### src/hdl/pmr_pkg.sv
package pmr_pkg;

	// ----------------------------------------
	// Register offsets (byte addresses)
	// ----------------------------------------
	localparam logic [11:0] OFS_CONTROL   = 12'h000;
	localparam logic [11:0] OFS_DATA_HIGH = 12'h004;
	localparam logic [11:0] OFS_DATA_LOW  = 12'h008;
	localparam logic [11:0] OFS_ADDR_HIGH = 12'h00C;
	localparam logic [11:0] OFS_ADDR_LOW  = 12'h010;

	// ----------------------------------------
	// Field positions and widths
	// ----------------------------------------
	localparam int         WORD_W        = 14;
	localparam int         ADDR_W        = 13;
	localparam int         CTL_START_BIT = 0;
	localparam int         CTL_RSVD_BIT  = 7;
	localparam logic [7:0] CTL_RSVD_VAL  = 8'h80;

	// ----------------------------------------
	// Reset values (undefined in hardware, zero here)
	// ----------------------------------------
	localparam logic [7:0] RST_BYTE = 8'h00;

	// ----------------------------------------
	// Timing: fetch takes two instruction cycles
	// ----------------------------------------
	localparam int          FETCH_CYCLES = 2;
	localparam logic [1:0]  FETCH_LAST   = 2'(FETCH_CYCLES - 1);

	// ----------------------------------------
	// Types
	// ----------------------------------------
	typedef enum logic [2:0] {
		PMR_IDLE  = 3'b001,
		PMR_FETCH = 3'b010,
		PMR_LOAD  = 3'b100
	} pmr_state_e;

	typedef struct packed {
		logic              req;
		logic [ADDR_W-1:0] addr;
	} pmr_fetch_req_s;

	typedef struct packed {
		logic              valid;
		logic [WORD_W-1:0] word;
	} pmr_fetch_rsp_s;

endpackage

### src/hdl/pmr_fetch_seq.sv
`timescale 1ns/1ps
`default_nettype none

module pmr_fetch_seq
	import pmr_pkg::*;
(
	// Clock and reset
	input  wire logic           mclk,
	input  wire logic           nrst,
	// Start and completion
	input  wire logic           start,
	output logic                busy,
	output logic                done,
	// Flash array side
	output var pmr_fetch_req_s  flash_req,
	// Word address from the register pair
	input  wire logic [ADDR_W-1:0] addr
);

	// ----------------------------------------
	// Two-cycle fetch sequencer
	// ----------------------------------------
	pmr_state_e state;
	pmr_state_e next_state;
	logic [1:0] cnt;
	logic [1:0] next_cnt;

	always_comb begin
		next_state = state;
		next_cnt   = cnt;
		unique case (state)
			PMR_IDLE: begin
				if (start) begin
					next_state = PMR_FETCH;
					next_cnt   = 2'h0;
				end
			end
			PMR_FETCH: begin
				// Count both instruction cycles even if the array answers early
				if (cnt == FETCH_LAST) begin
					next_state = PMR_LOAD;
				end else begin
					next_cnt = cnt + 2'h1;
				end
			end
			PMR_LOAD: begin
				next_state = PMR_IDLE;
			end
			default: begin
				next_state = PMR_IDLE;
			end
		endcase
	end

	always_ff @(posedge mclk or negedge nrst) begin
		if (!nrst) begin
			state <= PMR_IDLE;
			cnt   <= 2'h0;
		end else begin
			state <= next_state;
			cnt   <= next_cnt;
		end
	end

	assign busy           = (state != PMR_IDLE);
	assign done           = (state == PMR_LOAD);
	assign flash_req.req  = (state == PMR_FETCH);
	assign flash_req.addr = addr;

endmodule

`default_nettype wire

### src/hdl/pmr_read_port.sv
// Functional notes
// Fetch address is high:low register concatenation
// Setting start bit launches a fetch
// Fetch takes two cycles; CPU stalls
// Software puts no-ops in skipped slots
// Completed word loads both data registers
// Code protection never blocks the read
// Hardware clears start; writing zero ignored
// Control top bit reserved, reads one
// Control bits six to one read zero
// Data high holds word bits 13:8
// Data low holds word bits 7:0
// Address high holds bits 12:8
// Address low read/write, eight bits
// Start reads one while fetch busy
`timescale 1ns/1ps
`default_nettype none

module pmr_read_port
	import pmr_pkg::*;
(
	// Clock and reset
	input  wire logic           mclk,
	input  wire logic           nrst,
	// APB slave
	input  wire logic           psel,
	input  wire logic           penable,
	input  wire logic           pwrite,
	input  wire logic [11:0]    paddr,
	input  wire logic [31:0]    pwdata,
	output logic                pready,
	output logic [31:0]         prdata,
	output logic                pslverr,
	// Processor stall for the skipped slots
	output logic                cpu_stall,
	// Flash array side
	output var pmr_fetch_req_s  flash_req,
	input  wire pmr_fetch_rsp_s flash_rsp
);

	// ----------------------------------------
	// Helper functions
	// ----------------------------------------
	// One register per aligned word, so an exact match is enough
	function automatic logic reg_hit(
		input logic [11:0] addr_in,
		input logic [11:0] slot
	);
		return (addr_in == slot);
	endfunction

	function automatic logic [31:0] byte_word(
		input logic [7:0] value
	);
		return {24'h00_0000, value};
	endfunction

	function automatic logic [5:0] word_high_bits(
		input logic [WORD_W-1:0] word
	);
		return word[13:8];
	endfunction

	function automatic logic [7:0] word_low_bits(
		input logic [WORD_W-1:0] word
	);
		return word[7:0];
	endfunction

	// ----------------------------------------
	// Registers
	// ----------------------------------------
	logic [7:0]        addr_low;
	logic [4:0]        addr_high;
	logic [5:0]        data_high;
	logic [7:0]        data_low;
	logic [WORD_W-1:0] held_word;

	// ----------------------------------------
	// Next values and status
	// ----------------------------------------
	logic [7:0]        next_addr_low;
	logic [4:0]        next_addr_high;
	logic [5:0]        next_data_high;
	logic [7:0]        next_data_low;
	logic [WORD_W-1:0] next_held_word;
	logic [31:0]       next_prdata;
	logic              busy;
	logic              done;

	// ----------------------------------------
	// Bus decode
	// ----------------------------------------
	wire logic access   = psel && penable;
	wire logic wr_en    = access && pwrite;
	// Read data is taken in the setup cycle so it stands at the access edge
	wire logic rd_setup = psel && !penable && !pwrite;
	wire logic hit_ctl  = reg_hit(paddr, OFS_CONTROL);
	wire logic hit_dh   = reg_hit(paddr, OFS_DATA_HIGH);
	wire logic hit_dl   = reg_hit(paddr, OFS_DATA_LOW);
	wire logic hit_ah   = reg_hit(paddr, OFS_ADDR_HIGH);
	wire logic hit_al   = reg_hit(paddr, OFS_ADDR_LOW);
	wire logic mapped   = hit_ctl | hit_dh | hit_dl | hit_ah | hit_al;

	// ----------------------------------------
	// Write strobes
	// ----------------------------------------
	wire logic wr_ctl    = wr_en && hit_ctl;
	wire logic wr_dh     = wr_en && hit_dh;
	wire logic wr_dl     = wr_en && hit_dl;
	wire logic wr_ah     = wr_en && hit_ah;
	wire logic wr_al     = wr_en && hit_al;
	// Data pair is frozen while a fetch is pending
	wire logic data_open = !busy;
	// Only a written one counts; zero cannot cancel a fetch
	wire logic start     = wr_ctl && pwdata[CTL_START_BIT] && !busy;
	wire logic capture   = flash_req.req && flash_rsp.valid;

	// ----------------------------------------
	// Bus handshake
	// ----------------------------------------
	// Every register answers at once: no wait states
	assign pready  = 1'b1;
	assign pslverr = access && !mapped;

	// ----------------------------------------
	// Fetch sequencer
	// ----------------------------------------
	pmr_fetch_seq u_seq (
		.mclk      (mclk),
		.nrst      (nrst),
		.start     (start),
		.busy      (busy),
		.done      (done),
		.flash_req (flash_req),
		.addr      ({addr_high, addr_low})
	);

	// Processor stalls for the three cycles after the setting write: two fetch cycles plus the load cycle
	assign cpu_stall = busy;

	// ----------------------------------------
	// Next-value selection
	// ----------------------------------------
	// No protection gating on the capture path
	assign next_held_word = capture ? flash_rsp.word : held_word;
	assign next_addr_low  = wr_al ? pwdata[7:0] : addr_low;
	assign next_addr_high = wr_ah ? pwdata[4:0] : addr_high;

	// Completion outranks a software write in the same cycle
	wire logic [5:0] sw_data_high = (wr_dh && data_open) ? pwdata[5:0] : data_high;
	wire logic [7:0] sw_data_low  = (wr_dl && data_open) ? pwdata[7:0] : data_low;
	assign next_data_high = done ? word_high_bits(held_word) : sw_data_high;
	assign next_data_low  = done ? word_low_bits(held_word) : sw_data_low;

	// ----------------------------------------
	// Read mux
	// ----------------------------------------
	wire logic [7:0]  ctl_rd = CTL_RSVD_VAL | {7'h00, busy};
	wire logic [31:0] rd_ctl = byte_word(ctl_rd);
	wire logic [31:0] rd_dh  = byte_word({2'h0, data_high});
	wire logic [31:0] rd_dl  = byte_word(data_low);
	wire logic [31:0] rd_ah  = byte_word({3'h0, addr_high});
	wire logic [31:0] rd_al  = byte_word(addr_low);

	// Offsets are distinct, so at most one arm matches; unmapped reads zero
	always_comb begin
		next_prdata = 32'h0000_0000;
		unique case (1'b1)
			hit_ctl: begin
				next_prdata = rd_ctl;
			end
			hit_dh: begin
				next_prdata = rd_dh;
			end
			hit_dl: begin
				next_prdata = rd_dl;
			end
			hit_ah: begin
				next_prdata = rd_ah;
			end
			hit_al: begin
				next_prdata = rd_al;
			end
			default: begin
				next_prdata = 32'h0000_0000;
			end
		endcase
	end

	// ----------------------------------------
	// Storage
	// ----------------------------------------
	always_ff @(posedge mclk or negedge nrst) begin
		if (!nrst) begin
			held_word <= '0;
		end else begin
			held_word <= next_held_word;
		end
	end

	always_ff @(posedge mclk or negedge nrst) begin
		if (!nrst) begin
			addr_low <= RST_BYTE;
		end else begin
			addr_low <= next_addr_low;
		end
	end

	always_ff @(posedge mclk or negedge nrst) begin
		if (!nrst) begin
			addr_high <= 5'h00;
		end else begin
			addr_high <= next_addr_high;
		end
	end

	always_ff @(posedge mclk or negedge nrst) begin
		if (!nrst) begin
			data_high <= 6'h00;
		end else begin
			data_high <= next_data_high;
		end
	end

	always_ff @(posedge mclk or negedge nrst) begin
		if (!nrst) begin
			data_low <= RST_BYTE;
		end else begin
			data_low <= next_data_low;
		end
	end

	always_ff @(posedge mclk or negedge nrst) begin
		if (!nrst) begin
			prdata <= 32'h0000_0000;
		end else if (rd_setup) begin
			prdata <= next_prdata;
		end
	end

endmodule

`default_nettype wire

### config.mk
export PLATFORM = sky130hd
export DESIGN_NAME = pmr_read_port
export DESIGN_NICKNAME = d
export VERILOG_FILES = /design/src/hdl/pmr_pkg.sv /design/src/hdl/pmr_fetch_seq.sv /design/src/hdl/pmr_read_port.sv
export SDC_FILE = /design/constraint.sdc
export NUM_CORES = 1
export LEC_CHECK = 0
export BUFFER_PORTS_ARGS = -buffer_cell sky130_fd_sc_hd__buf_4
export CORE_ASPECT_RATIO = 1.75
export CORE_MARGIN = 8
export CORE_UTILIZATION = 40
export CTS_CLUSTER_SIZE = 10
export DETAILED_ROUTE_END_ITERATION = 6
export GPL_ROUTABILITY_DRIVEN = 0
export PLACE_DENSITY = 0.68
export SYNTH_ARGS = -nofsm -noshare
export SYNTH_HDL_FRONTEND = slang
export SYNTH_SLANG_ARGS = --single-unit
### constraint.sdc
create_clock -name mclk -period 1.9 [get_ports mclk]
set_clock_uncertainty 0.1 [all_clocks]
set_input_delay 0.095 -clock mclk [delete_from_list [all_inputs] [get_ports mclk]]
set_output_delay 0.095 -clock mclk [all_outputs]
set_load 0.02 [all_outputs]
Word-level counts from Yosys, hierarchy flattened
Cells that the tools add are included. W data, S select, Z words.

Register bits: 78. Input port bits: 64. Output and inout bits: 49. Word-level logic and storage cells: 61.

Add/subtract/negate cells: 1. Eq/ne operators: 12. Mux-type cells: 11. Bitwise operators: 4. Reduce and logical (&&, ||, !) cells: 25.

Operators with widths (count): $pmux W8 S5 (1); $eq A12 B4 Y1 const B (2); $mux W8 (2); $logic_and A1 B1 Y1 (15); $eq A12 B3 Y1 const B (1); $eq A12 B5 Y1 const B (1); $logic_not A12 Y1 (1); $mux W6 (2); $mux W3 (2); $pmux W3 S2 (1); $reduce_bool A2 Y1 (3); $logic_not A1 Y1 (4); $mux W2 (2); $ne A2 B2 Y1 const B (2); $or A1 B1 Y1 (4); $pmux W2 S2 (1); $eq A3 B1 Y1 const B (1); $eq A3 B2 Y1 const B (1); $eq A3 B3 Y1 const B (1); $ne A3 B1 Y1 const B (1); $reduce_and A3 Y1 (1); $add A2 B1 Y2 const B (1); $eq A2 B1 Y1 const B (1); $ne A2 B1 Y1 const B (1); $reduce_and A2 Y1 (1).

Logic depth before layout (Yosys ltp)
Gate-level depths: netlist of the first run.

Depth after elaboration: 7. Mapped depth: 6. Gate-level depth less buffers: 5.

Cells and area by module
Synthesis of the first run repeated with hierarchy kept, for this count alone.

Cells, all modules: 280. Area total of the unflattened synthesis: 3036.7 µm².

By module, submodules not included: pmr_read_port (times used 1, cells each 248, area each 2686.3 µm², sequential area each 1226.2 µm²); pmr_fetch_seq (times used 1, cells each 32, area each 350.3 µm², sequential area each 126.4 µm²).

Worst setup path before layout of the first run
No wires, ideal clock.

Kind: reg-to-reg. Start: register u_seq.state[2]. End: register held_word[0]. Setup time: 0.125 ns. Arrival: 1.734 ns. Data required time: 1.675 ns. Slack: -0.059 ns. Cell stages (with the launch flop): 6. Buffers on the path: 2. Period minus slack after synthesis: 1.959 ns. Path through: dfrtp_1 nor3b_2 and2_0 buf_2 buf_4 mux2_2.

RTL lines: from (decl) (RTL line pmr_fetch_seq.sv:23) `pmr_state_e state;`; from (signal assigned) (RTL line pmr_fetch_seq.sv:60) `state <= next_state;`; to (signal assigned) (RTL line pmr_read_port.sv:198) `held_word <= next_held_word;`; to (decl) (RTL line pmr_read_port.sv:77) `logic [WORD_W-1:0] held_word;`.

Worst setup path in the final report of the first run
Start: register u_seq.state[0]. End: register u_seq.cnt[1].

Longest elaborated chain between the ends: 5. Elaborated cells between the ends (all ways): 10. Classes of those cells: eq/ne: 5; mux: 1; reduce/logical: 4.

RTL lines: $ne A3 B1 Y1 (RTL line pmr_fetch_seq.sv:65) `assign busy = (state != PMR_IDLE);`; $logic_not A1 Y1 (RTL line pmr_read_port.sv:116) `wire logic start = wr_ctl && pwdata[CTL_START_BIT] && !busy;`; $logic_and A1 B1 Y1 (RTL line pmr_read_port.sv:116); $ne A2 B2 Y1 (no line); $reduce_and A3 Y1 (no line); to (signal assigned) (RTL line pmr_fetch_seq.sv:61) `cnt <= next_cnt;`; to (decl) (RTL line pmr_fetch_seq.sv:25) `logic [1:0] cnt;`.

Parallel ways exist; a longest one is shown, timed or not. A chain may end at the register's enable or synchronous reset.

==> results of run 1 <==
[worst max-delay path, cell delays in order, from the launching register on]
cell and delay, ns:
dfstp_2 0.57, nor3b_4 0.27, inv_2 0.09, nor2_4 0.12
a41oi_2 0.17, a211o_1 0.32
[worst paths after layout]
kind	startpoint	end	slack, ns	cells after the start
worst max-delay path	u_seq.state[0]	u_seq.cnt[1]	0.14	5
worst min-delay path	pwdata[4]	addr_low[4]	0.003	2
worst max register to register	u_seq.state[0]	u_seq.cnt[1]	0.14	5
worst min register to register	prdata[1]	prdata[1]	0.38	2
max in group asynchronous	nrst	addr_low[6]	0.98	2
min in group asynchronous	nrst	held_word[12]	0.27	2
[cell type report]
class | instances | area [um2]
inverter | 3 | 11.3
fill | 630 | 3150
sequential | 54 | 1350
multi-input combinational | 194 | 1320
clock buffer | 6 | 139
timing repair buffer | 92 | 766
tap | 84 | 105
clock inverter | 2 | 12.5
[kinds of logic (layout without fill, tap and decap cells)]
| group | count (synthesis) | count (layout) | synth area share |
|---|---|---|---|
| simple gates | 80 | 80 | 0.171 |
| compound gates | 56 | 56 | 0.127 |
| flops | 54 | 54 | 0.479 |
| buf+inv | 39 | 103 | 0.0887 |
| mux | 32 | 32 | 0.127 |
| other cells | 2 | 25 | 0.00266 |
| fa+ha+maj | 1 | 1 | 0.00443 |
[cells in the mapped netlist (3+ instances only)]
cell	number	area share
dfrtp_1	53	0.47
nor2_1	18	0.024
a22oi_1	6	0.016
nand2_1	11	0.015
a22o_1	5	0.016
mux2_2	30	0.12
nor2b_1	5	0.011
clkbuf_1	5	0.0066
nand3_1	18	0.032
buf_4	26	0.069
nor3b_1	3	0.0080
a31oi_1	15	0.033
buf_2	5	0.0089
and3_1	4	0.0089
o21ai_0	23	0.041
[power breakdown]
| part | internal, mW | switching (mW) |
|---|---|---|
| logic | 0.114 | 0.151 |
| clock network | 0.522 | 0.410 |
| registers | 1.15 | 0.00227 |
| total | 1.79 | 0.563 |
[metal layers]
metal  vias up  share of wire
met1      1087           0.34
li1       1075              -
met2        93           0.53
met4         0          0.049
met5         -              0
met3        15          0.082
[metrics by stage]
stage,total power [mW],utilization
after floorplan,1.32,-
after global placement,1.41,0.488
after detailed placement,1.41,0.488
after global routing,2.43,0.540
after CTS,2.37,0.539
final,2.35,0.540
[state kept, by name, summed over array words and instances, names as in the netlist]
name,cells
addr_high,5
addr_low,8
data_high,6
data_low,8
held_word,14
prdata,8
u_seq.cnt,2
u_seq.state,3
[what timing repair did]
| item | CTS | global route |
|---|---|---|
| endpoints found under the setup margin | 0 | 3 |
| hold buffers | 20 | 0 |
| gates resized for setup | 0 | 1 |
| hold endpoints to repair | 78 | 0 |
==> flow_summary_export.csv, run 1 <==
group,metric,value,unit
status,run_status,"finished, final reports clean",
global_routing,grt_util_met1,0.148,
final_layout,fin_area,0.00370,mm2
floorplanning,fp.dieW,79.5,um
place,post-place-ws,0.100,ns
floorplanning,dieHeight,127,um
power_and_ir_drop,p_per_area,635,mW/mm2
synthesis,syn_area_per_cell,10.7,um2
timing,relSlewSlack,0.554,
drt,initialDrtViolationCount,116,
final_layout,final_cells,435,
place,numPlacedInstances,407,
clock_network,cts_made_buffers,5,
setup_path,startpoint_type,"register",
floorplanning,die-area,0.0101,mm2
place,hpwl,5660,um
synthesis,synthCells,264,
setup_path,path_class,"reg -> reg",
global_routing,grt_max_degree,55,
clock_network,cts_max_level,2,
floorplanning,initial_core_util,0.412,
worst_hold_path,min_path_type,"in -> reg",
synthesis,async_flop_share,1.00,
global_routing,grt_pass1_wl,11900,um
drt,drc,0,
timing,setup-tns-final,0,ns
global_routing,track_usage,0.150,
global_routing,antenna_found_initial,0,
synthesis,synth-seq-cells,54,
timing,finalCriticalPeriod,1.76,ns
drt,vias,2270,
clock_network,cts_tree,"yes",
timing,grt_setup_unrepaired,"no",
final_layout,diodes,0,
drt,ant_nets,0,
synthesis,synth_cell_types,43,
timing,slew_violations,0,
drt,viasPerCell,5.22,
timing,timing.fmax,568,MHz
timing,tightestPinTransition,0.669,ns
clock_network,root_buffer,"clkbuf_16",
drt,firstDrtPassIters,4,
timing,setup_viol,0,
final_layout,final_cell_mix,"buf_4, dfrtp_1, mux2_2",
synthesis,ys_warn_count,0,
synthesis,synth_edf_count,0,
floorplanning,ios,113,
timing,finalHoldViolCount,0,
power_and_ir_drop,max-vdd-ir-drop,520,uV
setup_path,cp.arrival,1.84,ns
synthesis,synth_area,0.00282,mm2
final_layout,final_net_count,415,
flow_run,maxCapViolations,0,
drt,drt-total-wl,7350,um
clock_network,worstSkewPairLatency,0.29,ns
global_routing,grt_overflow,0,
setup_path,cp-end-kind,"register",
final_layout,mostFrequentLayoutCell,"buf_4",
timing,holdWs,0.00301,ns
clock_network,postCtsSetupRepairBufs,0,
global_routing,gr-usage-met2,0.263,
timing,setup_ws,0.140,ns
place,port_buffers,63,
final_layout,drive_above_1_share,0.362,
global_routing,grt-busiest-layer,"met2",
clock_network,clk_pin_slew_worst_paths,0.07,ns
floorplanning,rows,40,
synthesis,ys_seq_area_frac,0.479,
drt,routedWlPerCell,16.9,um
synthesis,synthFlopType,"dfrtp_1",
setup_path,critPathMaxFanout,5,
clock_network,clock_path_buffers,2,
global_routing,grt_use_met3,0.0393,
timing,period_share,0.926,
global_routing,first_global_vias,2397,
power_and_ir_drop,p_leak,1.79,nW
floorplanning,core_area,0.00686,mm2
clock_network,clock-sinks,54,
setup_path,crit_required,1.98,ns
place,place_area,0.00335,mm2
final_layout,syn_to_final_growth,31.2,%
No activity file was read; power rests on OpenSTA's default activity.
==> run 2, diff against run 1 <==
--- a/config.mk
+++ b/config.mk
@@ -12,7 +12,8 @@
 export CTS_CLUSTER_SIZE = 10
 export DETAILED_ROUTE_END_ITERATION = 6
 export GPL_ROUTABILITY_DRIVEN = 0
-export PLACE_DENSITY = 0.68
+export GPL_TIMING_DRIVEN = 0
+export PLACE_DENSITY = 0.71
 export SYNTH_ARGS = -nofsm -noshare
 export SYNTH_HDL_FRONTEND = slang
 export SYNTH_SLANG_ARGS = --single-unit
==> constraint.sdc (replaced) <==
create_clock -name mclk -period 1.47 [get_ports mclk]
set_clock_uncertainty 0.1 [all_clocks]
set_input_delay 0.0735 -clock mclk [delete_from_list [all_inputs] [get_ports mclk]]
set_output_delay 0.0735 -clock mclk [all_outputs]
set_load 0.02 [all_outputs]
==> run 2 against run 1 <==
The run now ends with setup timing left. Hold slack gained 0.14 ns. Critical path depth rose by 1. Die area is the same. Core utilization rose by 8.5 points. Largest power group unchanged. Highest routed layer unchanged.
==> flow_summary_export.csv, run 2 (synthesized netlist as in run 1, its figures left out) <==
group,metric,value,unit
status,run_status,"finished with violations",
status,violations,"setup timing",
final_layout,n_fill_cell,563,
floorplanning,initial_core_util,0.412,
clock_network,cts_max_level,2,
setup_path,path_depth,6,
final_layout,fin_area,0.00429,mm2
floorplanning,dieHeight,127,um
final_layout,final_cell_mix,"buf_4, dfrtp_1, conb_1",
drt,routedWlPerCell,17.5,um
clock_network,clock_path_buffers,2,
setup_path,path_buf_inv,2,
timing,setup_viol,34,
setup_path,crit_required,1.58,ns
final_layout,diodes,0,
setup_path,cp_common_cell,"buf_6",
power_and_ir_drop,p_leak,2.06,nW
setup_path,critPathMaxFanout,6,
power_and_ir_drop,p_switching,0.766,mW
worst_hold_path,min_path_type,"in -> reg",
clock_network,clock-sinks,54,
power_and_ir_drop,power_frac_clock,0.413,
final_layout,final_net_count,458,
clock_network,cts_tree,"yes",
timing,setup_ws,-0.254,ns
setup_path,slowest_delay,0.54,ns
setup_path,worstPathCellList,"nor3b_4 -> buf_6 -> buf_6 -> and3_4 -> nand3_2 -> a31oi_1",
drt,drt-total-wl,8360,um
timing,finalHoldViolCount,0,
global_routing,antenna_found_initial,0,
final_layout,top_register,"held_word",
place,place_area,0.00359,mm2
power_and_ir_drop,max-vdd-ir-drop,616,uV
place,numPlacedInstances,434,
setup_path,ff2ff_path_depth,6,
power_and_ir_drop,p_comb_frac,0.130,
floorplanning,die-area,0.0101,mm2
drt,viasPerCell,5.19,
floorplanning,fp.dieW,79.5,um
setup_path,cp.arrival,1.83,ns
setup_path,path_class,"reg -> reg",
worst_hold_path,holdPathStages,4,
timing,finalCriticalPeriod,1.72,ns
clock_network,cts_made_buffers,5,
clock_network,worstSkewPairLatency,0.30,ns
setup_path,critPathSlowestCell,"dfstp_2",
timing,relSlewSlack,0.554,
floorplanning,core_area,0.00686,mm2
drt,firstDrtPassIters,4,
place,hpwl,6130,um
power_and_ir_drop,swShare,0.234,
global_routing,first_global_vias,2652,
global_routing,grt_overflow,0,
setup_path,cp-end-kind,"register",
global_routing,track_usage,0.165,
flow_run,maxCapViolations,0,
final_layout,drive_above_1_share,0.480,
final_layout,final_cells,478,
drt,drc,0,
global_routing,grt_max_degree,55,
timing,timing.fmax,580,MHz
clock_network,root_buffer,"clkbuf_16",
place,port_buffers,63,
floorplanning,ios,113,
clock_network,clk_pin_slew_worst_paths,0.07,ns
timing,period_share,1.17,
final_layout,mostFrequentLayoutCell,"buf_4",
setup_path,startpoint_type,"register",
timing,tightestPinTransition,0.669,ns
final_layout,largest_reg_flops,14,
floorplanning,rows,40,
global_routing,grt_pass1_wl,12900,um
power_and_ir_drop,p_seq_frac,0.457,
final_layout,syn_to_final_growth,52.0,%
power_and_ir_drop,p_per_area,762,mW/mm2
drt,initialDrtViolationCount,113,
power_and_ir_drop,intPower,2.50,mW
drt,vias,2480,
timing,slew_violations,0,
drt,ant_nets,0,
timing,grt_setup_unrepaired,"yes",
setup_path,path_delay_family,"simple AND/OR/NAND/NOR gates",
-- run 2: cell count changes in the layout (fill, tap and decap cells not counted), moves of 8 or more --
cell / before / now
buf_4: 70 / 88
buf_6: 0 / 9
mux2_2: 30 / 17
mux2_4: 0 / 14
o21ai_0: 23 / 8
o21ai_1: 0 / 8
-- run 2: per-layer routing --
| layer | GRT usage | share of wire | vias up |
|---|---|---|---|
| met2 | 0.293 | 0.54 | 109 |
| met5 | 0 | 0 | - |
| met4 | 0.124 | 0.052 | 0 |
| met3 | 0.0386 | 0.063 | 26 |
| li1 | - | - | 1164 |
| met1 | 0.157 | 0.35 | 1181 |
-- run 2: path summary, 6_finish.rpt --
kind	to	start	slack [ns]
max reg2reg	data_high[1]	u_seq.state[0]	-0.25
min reg2reg	prdata[2]	prdata[2]	0.38
max	data_high[1]	u_seq.state[0]	-0.25
min	prdata[7]	paddr[4]	0.15
min in group asynchronous	u_seq.state[2]	nrst	0.24
max in group asynchronous	addr_low[4]	nrst	0.58
-- run 2: metrics by stage --
step | setup WS, ns | power (mW) | utilization | hold WS [ns] | TNS [ns]
2_1_floorplan | -0.323 | 1.71 | - | -0.322 | -4.96
3_3_place_gp | -0.472 | 1.87 | 0.524 | 0.0487 | -17.12
3_5_place_dp | -0.496 | 1.87 | 0.524 | 0.0565 | -18.59
4_1_cts | -0.237 | 3.28 | 0.608 | 0.0856 | -5.98
5_1_grt | -0.318 | 3.38 | 0.626 | 0.199 | -8.84
6_report | -0.254 | 3.27 | 0.626 | 0.146 | -6.81
-- run 2: timing repair --
item	CTS	global route
gates resized for setup	26	30
hold endpoints to repair	92	0
buffers inserted	11	3
gates cloned	0	1
setup endpoints to repair	51	44
hold buffers	24	0
pin swaps	12	16
-- run 2: cell type report --
class / instances / area, um2 / share of cell area
inverter: 3 / 11.3 / 0.00263
clock buffer: 5 / 125 / 0.0292
buffer: 35 / 264 / 0.0616
tap: 84 / 105 / 0.0245
multi-input combinational: 194 / 1490 / 0.347
clock inverter: 3 / 43.8 / 0.0102
sequential: 54 / 1350 / 0.315
timing repair buffer: 100 / 900 / 0.210
-- run 2: power groups by stage --
stage | Sequential [mW] | Combinational (mW) | Clock, mW
floorplan | 1.53 | 0.178 | 0
global placement | 1.52 | 0.347 | 0
detailed placement | 1.52 | 0.350 | 0
CTS | 1.49 | 0.413 | 1.38
global route | 1.49 | 0.455 | 1.43
finish | 1.49 | 0.424 | 1.35
-- run 2: worst min-delay path: stages --
cell	delay, ns
buf_4	0.14
nand2b_1	0.07
a32oi_1	0.10
o21ai_0	0.13
